**src/core/uip_regs.svh**
```systemverilog
/*
  offsets, field positions, reset values, identification codes and timing counts of the interrupt
  prioritizer; assumes a 3-bit register address and 8-bit register data
*/
`ifndef UIP_REGS_SVH
`define UIP_REGS_SVH

// ****************************************************************
// register offsets
// ****************************************************************
`define UIP_OFF_RX_BUFFER 3'h0
`define UIP_OFF_TX_HOLDING 3'h0
`define UIP_OFF_INT_ENABLE 3'h1
`define UIP_OFF_INT_ID 3'h2
`define UIP_OFF_LINE_STATUS 3'h5
`define UIP_OFF_MODEM_STATUS 3'h6

// ****************************************************************
// enable register fields
// ****************************************************************
`define UIP_IEN_RX_DATA 0
`define UIP_IEN_TX_EMPTY 1
`define UIP_IEN_LINE 2
`define UIP_IEN_MODEM 3
`define UIP_IEN_XOFF 5
`define UIP_IEN_RTS 6
`define UIP_IEN_CTS 7
`define UIP_IEN_RST 8'h00

// ****************************************************************
// identification codes, bits 5:0
// ****************************************************************
`define UIP_ID_LINE 6'h06
`define UIP_ID_TIMEOUT 6'h0c
`define UIP_ID_RX_DATA 6'h04
`define UIP_ID_TX_EMPTY 6'h02
`define UIP_ID_MODEM 6'h00
`define UIP_ID_XOFF 6'h10
`define UIP_ID_FLOW 6'h20
`define UIP_ID_NONE 6'h01

// ****************************************************************
// receive timeout: words and extra bit times
// ****************************************************************
`define UIP_TO_WORDS 4
`define UIP_TO_EXTRA_BITS 12

`endif

```
**src/core/uip_pkg.sv**
```systemverilog
/*
  types of the interrupt prioritizer; assumes uip_regs.svh for all numbers
*/
package uip_pkg;

  // state of the pin synchroniser
  typedef struct packed {
    logic s1;
    logic s2;
    logic s3;
    logic stable;
  } uip_sync_t;

  // state of the channel prioritizer
  typedef struct packed {
    logic [7:0] ien;
    logic line_pend;
    logic to_pend;
    logic tx_pend;
    logic modem_pend;
    logic xoff_pend;
    logic xoff_special;
    logic cts_pend;
    logic rts_pend;
    logic [7:0] to_cnt;
    logic [3:0] line_prev;
    logic [3:0] modem_prev;
    logic tx_prev;
    logic rts_prev;
    logic [7:0] rdata;
    logic irq;
  } uip_state_t;

endpackage : uip_pkg

```
**src/core/uip_pin_sync.sv**
```systemverilog
/*
  three-stage synchroniser with agreement filter and rising-edge pulse for one pin;
  assumes the pin is asynchronous to core_clk_in
*/
`timescale 1ns/100ps

module uip_pin_sync (
  input wire logic core_clk_in,
  input wire logic srst_in,
  input wire logic ce_in,
  input wire logic pin_in,
  output logic rise_out
);

  uip_pkg::uip_sync_t s_q;
  uip_pkg::uip_sync_t s_d;

  // ****************************************************************
  // next state
  // ****************************************************************
  // shift chain; stable level follows once stages two and three agree
  always_comb begin
    s_d = s_q;
    s_d.s1 = pin_in;
    s_d.s2 = s_q.s1;
    s_d.s3 = s_q.s2;
    if (s_q.s2 == s_q.s3) begin
      s_d.stable = s_q.s3;
    end
    rise_out = s_q.s2 & s_q.s3 & ~s_q.stable; // one-cycle pulse
  end

  // register, frozen while ce_in is low
  always_ff @(posedge core_clk_in) begin
    if (srst_in) begin
      s_q <= '0;
    end else if (ce_in) begin
      s_q <= s_d;
    end
  end

endmodule : uip_pin_sync

```
**src/core/uip_top.sv**
```systemverilog
/*
  one channel's interrupt prioritizer: pending flags, masking, priority encoding of the
  identification register and host-side clearing; assumes the line, modem, fifo and flow logic
  deliver their status on the same clock, cts as a raw pin
*/
// Local design decision: the strobed register port.
// Notes on behaviour
// - seven ranked levels in identification register
// - host read shows frozen highest pending condition
// - new conditions latch while read value holds
// - bits 7:6 mirror fifo enable
// - bit 5 flags cts or rts rise
// - bit 4 flags xoff or special match
// - bit 0 high when nothing pending
// - level 1 line status errors, code 000110
// - level 2 receive timeout, code 001100
// - timeout after four words plus twelve bits
// - level 3 receive trigger reached, code 000100
// - trigger pending until count below level
// - level 4 transmit empty, code 000010
// - transmit empty cleared by id read or write
// - level 5 modem change, code 000000
// - level 6 xoff or special, code 010000
// - xoff cleared by id read, xon, next
// - level 7 cts or rts rise, code 100000
// - cts rise counts only under auto cts
// - rts rise counts only under auto rts
// - line status read clears line interrupt
// - disabled sources hidden but keep tracking
// - upper enables need enhanced mode set
`timescale 1ns/100ps
`include "uip_regs.svh"

module uip_top (
  input wire logic core_clk_in,
  input wire logic srst_in,
  input wire logic ce_in,
  input wire logic [2:0] addr_in,
  input wire logic [7:0] wdata_in,
  input wire logic wr_in,
  input wire logic rd_in,
  output logic [7:0] rdata_out,
  output logic irq_out,
  input wire logic fifo_enabled_status_in,
  input wire logic enhanced_mode_in,
  input wire logic [7:0] line_status_in,
  input wire logic [7:0] modem_status_in,
  input wire logic [7:0] rx_data_in,
  input wire logic [6:0] rx_count_in,
  input wire logic [6:0] rx_trigger_in,
  input wire logic rx_char_in,
  input wire logic bit_tick_in,
  input wire logic [3:0] char_bits_in,
  input wire logic tx_empty_in,
  input wire logic xoff_match_in,
  input wire logic special_match_in,
  input wire logic xon_match_in,
  input wire logic cts_pin_in,
  input wire logic auto_cts_in,
  input wire logic rts_level_in,
  input wire logic auto_rts_in
);

  uip_pkg::uip_state_t s_q;
  uip_pkg::uip_state_t s_d;
  logic cts_rise;
  logic rx_trig;
  logic [5:0] id_now;
  logic [7:0] to_limit;
  logic rd_id;
  logic rd_line;
  logic rd_modem;
  logic rd_rx;
  logic wr_tx;

  // ****************************************************************
  // priority encoder
  // ****************************************************************
  // highest enabled pending source wins; disabled sources never show
  function automatic logic [5:0] uip_encode(input uip_pkg::uip_state_t s, input logic trig, input logic enh);
    logic [5:0] code;
    code = `UIP_ID_NONE;
    if (s.ien[`UIP_IEN_LINE] && s.line_pend) begin
      code = `UIP_ID_LINE;
    end else if (s.ien[`UIP_IEN_RX_DATA] && s.to_pend) begin
      code = `UIP_ID_TIMEOUT;
    end else if (s.ien[`UIP_IEN_RX_DATA] && trig) begin
      code = `UIP_ID_RX_DATA;
    end else if (s.ien[`UIP_IEN_TX_EMPTY] && s.tx_pend) begin
      code = `UIP_ID_TX_EMPTY;
    end else if (s.ien[`UIP_IEN_MODEM] && s.modem_pend) begin
      code = `UIP_ID_MODEM;
    end else if (enh && s.ien[`UIP_IEN_XOFF] && s.xoff_pend) begin
      code = `UIP_ID_XOFF;
    end else if (enh && ((s.ien[`UIP_IEN_CTS] && s.cts_pend) || (s.ien[`UIP_IEN_RTS] && s.rts_pend))) begin
      code = `UIP_ID_FLOW;
    end
    return code;
  endfunction : uip_encode

  // ****************************************************************
  // cts pin synchroniser
  // ****************************************************************
  uip_pin_sync u_cts_sync (
    .core_clk_in(core_clk_in),
    .srst_in(srst_in),
    .ce_in(ce_in),
    .pin_in(cts_pin_in),
    .rise_out(cts_rise)
  );

  // ****************************************************************
  // decode and level conditions
  // ****************************************************************
  // host access strobes and the receive trigger level
  assign rd_id = rd_in && (addr_in == `UIP_OFF_INT_ID);
  assign rd_line = rd_in && (addr_in == `UIP_OFF_LINE_STATUS);
  assign rd_modem = rd_in && (addr_in == `UIP_OFF_MODEM_STATUS);
  assign rd_rx = rd_in && (addr_in == `UIP_OFF_RX_BUFFER);
  assign wr_tx = wr_in && (addr_in == `UIP_OFF_TX_HOLDING);
  assign rx_trig = (rx_count_in != 7'h00) && (rx_count_in >= rx_trigger_in);
  assign id_now = uip_encode(s_q, rx_trig, enhanced_mode_in);
  assign to_limit = 8'(char_bits_in * `UIP_TO_WORDS) + 8'(`UIP_TO_EXTRA_BITS);

  // ****************************************************************
  // next state
  // ****************************************************************
  // clears first, sets after, so an event in the clearing cycle survives
  always_comb begin
    s_d = s_q;
    s_d.rdata = 8'h00;
    // read data, captured once per access so the shown value cannot move
    if (rd_in) begin
      case (addr_in)
        `UIP_OFF_RX_BUFFER: begin
          s_d.rdata = rx_data_in;
        end
        `UIP_OFF_INT_ENABLE: begin
          s_d.rdata = s_q.ien;
        end
        `UIP_OFF_INT_ID: begin
          s_d.rdata = {fifo_enabled_status_in, fifo_enabled_status_in, id_now};
        end
        `UIP_OFF_LINE_STATUS: begin
          s_d.rdata = line_status_in;
        end
        `UIP_OFF_MODEM_STATUS: begin
          s_d.rdata = modem_status_in;
        end
        default: begin
          s_d.rdata = 8'h00;
        end
      endcase
    end
    // enable register write
    if (wr_in && (addr_in == `UIP_OFF_INT_ENABLE)) begin
      s_d.ien = wdata_in;
    end
    // line status: cleared by its read, error flags themselves stay outside
    if (rd_line) begin
      s_d.line_pend = 1'b0;
    end
    if ((line_status_in[4:1] & ~s_q.line_prev) != 4'h0) begin
      s_d.line_pend = 1'b1;
    end
    s_d.line_prev = line_status_in[4:1];
    // receive timeout counter in bit times, restarted by any receiver activity
    if (rd_rx || rx_char_in || (rx_count_in == 7'h00) || !fifo_enabled_status_in) begin
      s_d.to_cnt = 8'h00;
    end else if (bit_tick_in && (s_q.to_cnt != to_limit)) begin
      s_d.to_cnt = s_q.to_cnt + 8'h01;
      if (s_d.to_cnt == to_limit) begin
        s_d.to_pend = 1'b1;
      end
    end
    if (rd_rx) begin
      s_d.to_pend = 1'b0;
    end
    // transmit empty
    if (wr_tx || (rd_id && (id_now == `UIP_ID_TX_EMPTY))) begin
      s_d.tx_pend = 1'b0;
    end
    if (tx_empty_in && !s_q.tx_prev) begin
      s_d.tx_pend = 1'b1;
    end
    s_d.tx_prev = tx_empty_in;
    // modem status change
    if (rd_modem) begin
      s_d.modem_pend = 1'b0;
    end
    if ((modem_status_in[3:0] & ~s_q.modem_prev) != 4'h0) begin
      s_d.modem_pend = 1'b1;
    end
    s_d.modem_prev = modem_status_in[3:0];
    // xoff or special character
    if ((rd_id && (id_now == `UIP_ID_XOFF)) || xon_match_in || (s_q.xoff_special && rx_char_in)) begin
      s_d.xoff_pend = 1'b0;
    end
    if (xoff_match_in || special_match_in) begin
      s_d.xoff_pend = 1'b1;
      s_d.xoff_special = special_match_in && !xoff_match_in;
    end
    // cts and rts rising edges under automatic flow control
    if ((rd_id && (id_now == `UIP_ID_FLOW)) || rd_modem) begin
      s_d.cts_pend = 1'b0;
      s_d.rts_pend = 1'b0;
    end
    if (cts_rise && auto_cts_in) begin
      s_d.cts_pend = 1'b1;
    end
    if (rts_level_in && !s_q.rts_prev && auto_rts_in) begin
      s_d.rts_pend = 1'b1;
    end
    s_d.rts_prev = rts_level_in;
    // interrupt line follows the pending set
    s_d.irq = uip_encode(s_d, rx_trig, enhanced_mode_in) != `UIP_ID_NONE;
  end

  // ****************************************************************
  // state register
  // ****************************************************************
  // reset clears all pending flags; ce_in low freezes everything
  always_ff @(posedge core_clk_in) begin
    if (srst_in) begin
      s_q <= '0;
      s_q.ien <= `UIP_IEN_RST;
    end else if (ce_in) begin
      s_q <= s_d;
    end
  end

  // outputs straight from flops
  assign rdata_out = s_q.rdata;
  assign irq_out = s_q.irq;
endmodule : uip_top

```
**config.mk**
```make
export PLATFORM = sky130hd
export DESIGN_NAME = uip_top
export DESIGN_NICKNAME = d
export VERILOG_FILES = /design/src/core/uip_pkg.sv /design/src/core/uip_pin_sync.sv /design/src/core/uip_top.sv
export VERILOG_INCLUDE_DIRS = /design/src /design/src/core
export SDC_FILE = /design/constraint.sdc
export NUM_CORES = 1
export LEC_CHECK = 0
export BUFFER_PORTS_ARGS = -buffer_cell sky130_fd_sc_hd__buf_4
export CAP_MARGIN = 20
export CELL_PAD_IN_SITES_DETAIL_PLACEMENT = 1
export CELL_PAD_IN_SITES_GLOBAL_PLACEMENT = 1
export CORE_ASPECT_RATIO = 0.6
export CORE_UTILIZATION = 40
export DETAILED_ROUTE_END_ITERATION = 8
export GPL_ROUTABILITY_DRIVEN = 0
export HOLD_SLACK_MARGIN = 0.05
export MAX_ROUTING_LAYER = met4
export PLACE_DENSITY = 0.83
export REMOVE_ABC_BUFFERS = 1
export SLEW_MARGIN = 5
export SYNTH_ARGS = -nofsm -noshare
export SYNTH_HDL_FRONTEND = slang
export SYNTH_HIERARCHICAL = 1
export SYNTH_SLANG_ARGS = --single-unit
```
**constraint.sdc**
```tcl
create_clock -name core_clk_in -period 8.1 [get_ports core_clk_in]
set_clock_uncertainty 0.15 [all_clocks]
set_input_delay 1.215 -clock core_clk_in [delete_from_list [all_inputs] [get_ports core_clk_in]]
set_output_delay 1.215 -clock core_clk_in [all_outputs]
set_load 0.01 [all_outputs]
```
==> results.rst, run 1 <==
.. list-table::
   :header-rows: 1

   * - Metric
     - Value
   * - Adder and majority gate portion of the synthesized area
     - 4.39%
   * - Buffers added on ports
     - a little under 80
   * - Via count of the first global-routing pass
     - 3091
   * - Hold Path Class
     - flip-flop to flip-flop
   * - Post-synthesis compound-gate area fraction
     - 22.8%
   * - Aggregate negative setup slack
     - 0 ns
   * - Fmax
     - roughly 250 MHz
   * - Final instance count without filler cells
     - between 500 and 600
   * - Mux share of post-synthesis cell area
     - under 10%
   * - Final net count
     - approximately 540
   * - WP data required
     - 8.11 ns
   * - Global-route wire length before repair
     - approximately 16000 um
   * - Power density over cell area
     - 147 nW/um^2
   * - Area inside the core boundary
     - approximately 7400 um^2
   * - Number of clock buffers inserted by TritonCTS
     - 5
   * - Most frequently used flop master after synthesis
     - sky130_fd_sc_hd__dfxtp_1
   * - CTS root buf
     - sky130_fd_sc_hd__clkbuf_16
   * - Mean cell area of the mapped netlist
     - around 7.8 um^2
   * - Max clock buf depth
     - 2
   * - Post-synth EDFFs
     - 0
   * - Via count normalized by instance count
     - 5.68
   * - ANT cells
     - 0
   * - Grt ovf
     - 0
   * - Ratio of cells with drive above 1 in the final layout
     - 22.3%
   * - Result of the run
     - completed
   * - Hold path depth
     - 2
   * - Basic-gate share of the synthesized area counting and, or, nand and nor cells
     - around 23%
   * - Worst slack on hold paths
     - 0.311 ns
   * - Worst reg-to-reg setup slack
     - 5.48 ns
   * - Normalized max-slew margin
     - 40.2%
   * - Initial Utilization
     - around 42%
   * - IO Pins
     - between 70 and 80
   * - Final hold viol count
     - 0
   * - Proportion of synthesized chip area in sequential cells
     - 30.0%
   * - Final core utilization
     - between 50% and 60%
   * - Final routed wire length divided by cell count
     - 18.0 um
   * - Arrival time worst endpoint
     - roughly 4 ns
   * - Endpoints failing setup
     - 0
   * - Share of the synthesized netlist area taken by xor and xnor gates
     - approximately 3.1%
   * - Placed cell area
     - approximately 3700 um^2
   * - Clock tree from TritonCTS
     - yes
   * - CP endpoint kind
     - flip-flop
   * - Die Y-Extent
     - approximately 71 um
   * - Register bit total from synthesis
     - 47
   * - Proportion of synthesized flip-flops having asynchronous set or reset
     - 0%
   * - Max Fanout on Critical Path
     - 48
   * - Static leakage power
     - 1.60 nW
   * - Detailed Route Iter0 Violations
     - 217
   * - Max-cap violations
     - 0
   * - Count of nets left with antenna violations after detail routing
     - 0
   * - Number of remaining DRC errors
     - 0
   * - Global Route Usage Sum
     - between 20% and 30%
   * - Number of antenna violations at the first check in global routing
     - 0
   * - Die outline area
     - ~8200 um^2
   * - Unrepaired setup endpoints after global routing
     - false
   * - Dominant combinational cell family by area after synthesis
     - simple AND/OR/NAND/NOR gates
   * - Final period demand of the worst path
     - 3.97 ns
   * - Summed area of non-filler cells in the final layout
     - between 3000 and 4000 um^2
   * - DP HPWL
     - just under 8000 um
   * - Startpoint type of the worst setup path
     - input pin
   * - Number of different library cells in the post-synthesis netlist
     - 60
   * - Via count
     - ~3200
   * - Horizontal extent of the die
     - about 120 um
   * - Worst-Skew Late Latency
     - a little under 0.3 ns
   * - Critical setup path kind
     - input pin to flip-flop
   * - Router iterations before antenna repair
     - 5
   * - Clock transition at the register clock pins on the worst setup and hold paths after CTS
     - approximately 0.070 ns
   * - R2r worst-path depth
     - 7
   * - Pin count of the biggest net entering global routing
     - 50
   * - Number of hold buffers added after cts
     - 0
   * - P&R area growth vs syn
     - 23.6%
   * - Post-synth top area cell
     - sky130_fd_sc_hd__dfxtp_1
   * - Clk sink count
     - between 40 and 50
   * - Top cell type's share of synthesized area
     - 30.0%
   * - Placed Cells incl. Taps
     - between 500 and 600
   * - Actual transition at the worst max-transition pin
     - slightly below 0.9 ns
   * - Site Rows
     - 24
   * - Final number of max-transition violations
     - 0
   * - Routed Wire Length
     - 10100 um
   * - Number of warnings printed during yosys synthesis
     - 6
   * - Area contributors post-synth
     - sky130_fd_sc_hd__dfxtp_1 30%, sky130_fd_sc_hd__mux2i_1 7.4%, sky130_fd_sc_hd__a21oi_1 5.3%
   * - Setup Fix Bufs, Post-CTS
     - 0
   * - Post-synthesis cell area
     - ~3100 um^2
   * - Post_cts resized
     - 0
   * - Final Cycle Share
     - between 40% and 50%
   * - H-tree lvl count
     - 2
   * - Peak ir drop on the vdd network
     - ~70 uV
   * - Number of instances in the synthesized netlist
     - 402
==> where the power goes <==
part | switching (mW) | internal, mW
registers | 0.00567 | 0.239
logic | 0.0593 | 0.0515
clock network | 0.0916 | 0.124
total | 0.157 | 0.414
==> cells in the mapped netlist (3+ instances only) <==
cell                       instances
sky130_fd_sc_hd__buf_2             4
sky130_fd_sc_hd__nand3_1          21
sky130_fd_sc_hd__buf_4             8
sky130_fd_sc_hd__o22ai_1          11
sky130_fd_sc_hd__buf_1             3
sky130_fd_sc_hd__nand2_1          42
sky130_fd_sc_hd__xnor2_1           7
sky130_fd_sc_hd__a22oi_1           7
sky130_fd_sc_hd__o21ai_0          17
sky130_fd_sc_hd__inv_1            29
sky130_fd_sc_hd__nor3b_1           3
sky130_fd_sc_hd__or2_2             3
sky130_fd_sc_hd__or3_1             3
sky130_fd_sc_hd__a211oi_1          5
sky130_fd_sc_hd__nand2b_1          4
sky130_fd_sc_hd__a31oi_1           5
sky130_fd_sc_hd__nand4_1           4
sky130_fd_sc_hd__nand3b_1          4
sky130_fd_sc_hd__nor3_1           10
sky130_fd_sc_hd__nor2_1           36
sky130_fd_sc_hd__dfxtp_1          47
sky130_fd_sc_hd__a21oi_1          33
sky130_fd_sc_hd__xor2_1            4
sky130_fd_sc_hd__nor2b_1           3
sky130_fd_sc_hd__clkbuf_1         12
sky130_fd_sc_hd__mux2i_1          23
sky130_fd_sc_hd__mux2_2            4
sky130_fd_sc_hd__ha_1             11
sky130_fd_sc_hd__nor4_1            3
==> cell usage in the layout (no fill, tap or decap), types with 5 or more instances in the layout <==
cell	Yosys	final
sky130_fd_sc_hd__clkbuf_16	0	5
sky130_fd_sc_hd__nor2_1	36	36
sky130_fd_sc_hd__o22ai_1	11	11
sky130_fd_sc_hd__a22oi_1	7	7
sky130_fd_sc_hd__inv_1	29	29
sky130_fd_sc_hd__a211oi_1	5	5
sky130_fd_sc_hd__mux2i_1	23	23
sky130_fd_sc_hd__xnor2_1	7	7
sky130_fd_sc_hd__o21ai_0	17	17
sky130_fd_sc_hd__nand3_1	21	21
sky130_fd_sc_hd__a21oi_1	33	33
sky130_fd_sc_hd__a31oi_1	5	5
sky130_fd_sc_hd__dfxtp_1	47	47
sky130_fd_sc_hd__ha_1	11	11
sky130_fd_sc_hd__nand2_1	42	42
sky130_fd_sc_hd__buf_4	8	79
sky130_fd_sc_hd__nor3_1	10	10
==> routing by layer <==
metal  routed length [um]  track usage (%)
met5                    0                -
met4                   70             4.27
met3                  671             5.40
met2                 4410             37.6
met1                 4990             37.9
==> metrics by stage <==
stage	setup slack, ns	power, mW
global route	3.85	0.594
global placement	4.06	0.355
detailed placement	3.81	0.359
CTS	4.13	0.572
finish	4.13	0.571
floorplan	3.79	0.299
==> worst max-delay path, cell delays in order <==
cell and delay (ns):
sky130_fd_sc_hd__buf_4 0.47, sky130_fd_sc_hd__clkinv_1 0.46, sky130_fd_sc_hd__a2111oi_0 0.67, sky130_fd_sc_hd__a21oi_1 0.08, sky130_fd_sc_hd__a2111oi_0 0.42, sky130_fd_sc_hd__a21oi_1 0.12
sky130_fd_sc_hd__or4_1 0.53
==> kinds of logic after synthesis <==
kind of cell | count (synthesis)
and+or+nand+nor | 146
AOI/OAI and AO/OA | 102
buffers and inverters | 58
DFF | 47
muxes | 27
xor gates and xnor gates | 11
adders and majority gates | 11
==> registers in the layout (all words and copies together) (netlist names) <==
| signal | flops |
|---|---|
| irq_out | 1 |
| u_cts_sync/s_q | 2 |
| u_cts_sync/s_d | 2 |
| s_q | 34 |
| rdata_out | 8 |
==> area by class of cell <==
class                           count  area [um^2]
Multi-Input combinational cell    297         1940
Clock inverter                      1         8.76
Tap cell                          104          130
Inverter                           30          113
Sequential cell                    47          941
Fill cell                         944         3550
Timing Repair Buffer               79          593
Clock buffer                        7          143
==> final timing paths <==
| check | start | end |
|---|---|---|
| max | ce_in | irq_out$_SDFFE_PP0P_ |
| min | s_q[39]$_SDFFE_PP0P_ | s_q[39]$_SDFFE_PP0P_ |
| max reg2reg | s_q[22]$_SDFFE_PP0P_ | irq_out$_SDFFE_PP0P_ |
| min reg2reg | s_q[39]$_SDFFE_PP0P_ | s_q[39]$_SDFFE_PP0P_ |
(Power assumes the default switching activity.)
==> run 2, diff against run 1 <==
- CORE_UTILIZATION: 40 -> 35
- PLACE_DENSITY: 0.83 -> 0.77
- clock period: 8.1 -> 3.35 ns (I/O delays scaled with it)
==> run 2 against run 1 <==
- core utilization shrank 6.2 points
- clock power rose by 140%
- routed wire length is 3.5% higher
- register-to-register slack lost 4.6 ns
- flip-flop and latch count is the same
- critical path type unchanged
- largest power group unchanged
- highest routed layer unchanged
==> results.rst, run 2 (synthesis results as in run 1) <==
.. list-table::
   :header-rows: 1

   * - Metric
     - Value
   * - Pin count of the biggest net entering global routing
     - 50 (unchanged)
   * - Max FFs per register
     - 34 (unchanged)
   * - Number of antenna violations at the first check in global routing
     - 0 (unchanged)
   * - Number of clock buffers inserted by TritonCTS
     - 5 (unchanged)
   * - Router iterations before antenna repair
     - 4 (-1)
   * - Static leakage power
     - 1.65 nW (+3.0%)
   * - Site Rows
     - 26 (+8.3%)
   * - Final net count
     - 551 (+1.8%)
   * - Pre-CTS worst setup slack
     - 0.0538 ns (-3.76 ns)
   * - Power density over cell area
     - 349 nW/um^2 (+140%)
   * - DP HPWL
     - 8120 um (+4.3%)
   * - Peak-usage layer in the global routing report
     - met2
   * - Placed Cells incl. Taps
     - 575 (+3.2%)
   * - Largest reg by FF count
     - s_q
   * - P&R area growth vs syn
     - 26.1%
   * - Via count of the first global-routing pass
     - 3033 (-1.9%)
   * - Unrepaired setup endpoints after global routing
     - false
   * - CP endpoint kind
     - flip-flop
   * - Detailed Route Iter0 Violations
     - 194 (-11%)
   * - Worst slack on hold paths
     - 0.254 ns (-0.0562 ns)
   * - Buffers added on ports
     - 78 (unchanged)
   * - H-tree lvl count
     - 2 (unchanged)
   * - Number of remaining DRC errors
     - 0 (unchanged)
   * - Final routed wire length divided by cell count
     - 18.0 um (+0.30%)
   * - Setup Fix Bufs, Post-CTS
     - 0 (unchanged)
   * - Area inside the core boundary
     - 8590 um^2 (+16%)
   * - Clock tree from TritonCTS
     - yes
   * - Hold Path Class
     - input pin to flip-flop
   * - Startpoint type of the worst setup path
     - input pin
   * - Critical setup path kind
     - input pin to flip-flop
   * - Max Fanout on Critical Path
     - 6 (-88%)
   * - Final Cycle Share
     - 90.1%
   * - Fmax
     - approximately 330 MHz
   * - Normalized max-slew margin
     - 53.3% (+13 points)
   * - Final instance count without filler cells
     - 583 (+3.2%)
   * - Global Route Usage Sum
     - 24.0% (-2.1 points)
   * - Ratio of cells with drive above 1 in the final layout
     - 24.0% (+1.6 points)
   * - Final period demand of the worst path
     - between 3 and 4 ns
   * - Result of the run
     - completed
   * - Arrival time worst endpoint
     - 3.04 ns (-0.95 ns)
   * - Worst-Skew Late Latency
     - 0.30 ns (about the same)
   * - Worst reg-to-reg setup slack
     - 0.89 ns (-4.59 ns)
   * - Commonest cells after routing, fill and taps aside
     - 89 x sky130_fd_sc_hd__buf_4, 47 x sky130_fd_sc_hd__dfxtp_1, 42 x sky130_fd_sc_hd__nand2_1, 36 x sky130_fd_sc_hd__nor2_1, 33 x sky130_fd_sc_hd__a21oi_1
   * - Via count normalized by instance count
     - 5.51 (-3.1%)
   * - WP data required
     - 3.37 ns (-4.74 ns)
   * - Grt ovf
     - 0 (unchanged)
   * - Horizontal extent of the die
     - 124 um (+6.8%)
   * - Final number of max-transition violations
     - 0 (unchanged)
   * - Die outline area
     - 9340 um^2 (+14%)
   * - Met1 track utilization from global routing
     - 34.1% (-3.8 points)
   * - Max-cap violations
     - 0 (unchanged)
   * - Clock transition at the register clock pins on the worst setup and hold paths after CTS
     - 0.07 ns (about the same)
   * - Clk sink count
     - 47 (unchanged)
   * - Max clock buf depth
     - 2 (unchanged)
   * - Post-route setup slack
     - 0.332 ns (-3.79 ns)
   * - Peak ir drop on the vdd network
     - 183 uV (+160%)
   * - Actual transition at the worst max-transition pin
     - 0.695 ns (-0.189 ns)
   * - Number of hold buffers added after cts
     - 0 (unchanged)
   * - Leading cell type in the layout, fill and taps excluded
     - sky130_fd_sc_hd__buf_4
   * - Post_cts resized
     - 0 (unchanged)
   * - IO Pins
     - 79 (unchanged)
   * - Aggregate negative setup slack
     - 0 ns (unchanged)
   * - Routed Wire Length
     - 10500 um (+3.5%)
   * - Total Power
     - 1.38 mW (+140%)
   * - Initial Utilization
     - 36.5% (-5.8 points)
   * - Met2 track demand over resource
     - 34.6% (-3.0 points)
   * - M3 GR Usage
     - 4.92% (-0.47 points)
   * - Final hold viol count
     - 0 (unchanged)
   * - Global-route wire length before repair
     - 16200 um (+0.90%)
   * - Count of nets left with antenna violations after detail routing
     - 0 (unchanged)
   * - Via count
     - 3211 (+0.031%)
   * - ANT cells
     - 0 (unchanged)
   * - CTS root buf
     - sky130_fd_sc_hd__clkbuf_16
   * - Endpoints failing setup
     - 0 (unchanged)
   * - Die Y-Extent
     - 75.3 um (+6.7%)
## run 2: cell types whose count changed in the layout (fill, tap and decap cells not counted), sizes merged
cell    before  now
clkbuf       7    6
buf         79   89
clkinv       2    3
## run 2: metal layers
metal,routed length [um],vias to the layer above,share of wire (%)
li1,-,1562,-
met1,5100,1529,49
met2,4460,107,42
met3,832,13,7.9
met4,112,0,1.1
met5,0,-,0
## run 2: final cells by class
| class | count | area [um^2] |
|---|---|---|
| fillers | 1047 | 4640 |
| multi-input cells | 297 | 1940 |
| well taps | 112 | 140 |
| flip-flops and latches | 47 | 941 |
| inverters | 30 | 113 |
| clock buffers | 6 | 129 |
| repair buffers | 89 | 668 |
| clock inverters | 2 | 17.5 |
## run 2: final timing paths
check                                     startpoint              endpoint  cells after the start
worst max-delay path                  rx_count_in[0]  irq_out$_SDFFE_PP0P_                     10
worst min-delay path                   xoff_match_in  s_q[29]$_SDFFE_PP0P_                      2
worst max register to register  s_q[15]$_SDFFE_PP0P_  irq_out$_SDFFE_PP0P_                      6
worst min register to register  s_q[39]$_SDFFE_PP0P_  s_q[39]$_SDFFE_PP0P_                      2
## run 2: through the flow
step	util [%]	instance area (um^2)
after detailed placement	44.3	3800
after CTS	46.0	3950
after floorplan	-	2990
final	46.0	3950
after global placement	44.3	3800
after global routing	46.0	3950
## run 2: worst max-delay path: stages
cell,delay [ns]
sky130_fd_sc_hd__buf_4,0.08
sky130_fd_sc_hd__inv_1,0.03
sky130_fd_sc_hd__ha_1,0.28
sky130_fd_sc_hd__nand2b_4,0.13
sky130_fd_sc_hd__a2111o_1,0.45
sky130_fd_sc_hd__a221oi_2,0.37
sky130_fd_sc_hd__a21oi_2,0.18
sky130_fd_sc_hd__o41ai_4,0.38
sky130_fd_sc_hd__o32ai_1,0.12
sky130_fd_sc_hd__or4_1,0.51
## run 2: where the power goes
group / switching [mW] / internal (mW)
Sequential: 0.0134 / 0.577
Combinational: 0.148 / 0.130
Clock: 0.232 / 0.280
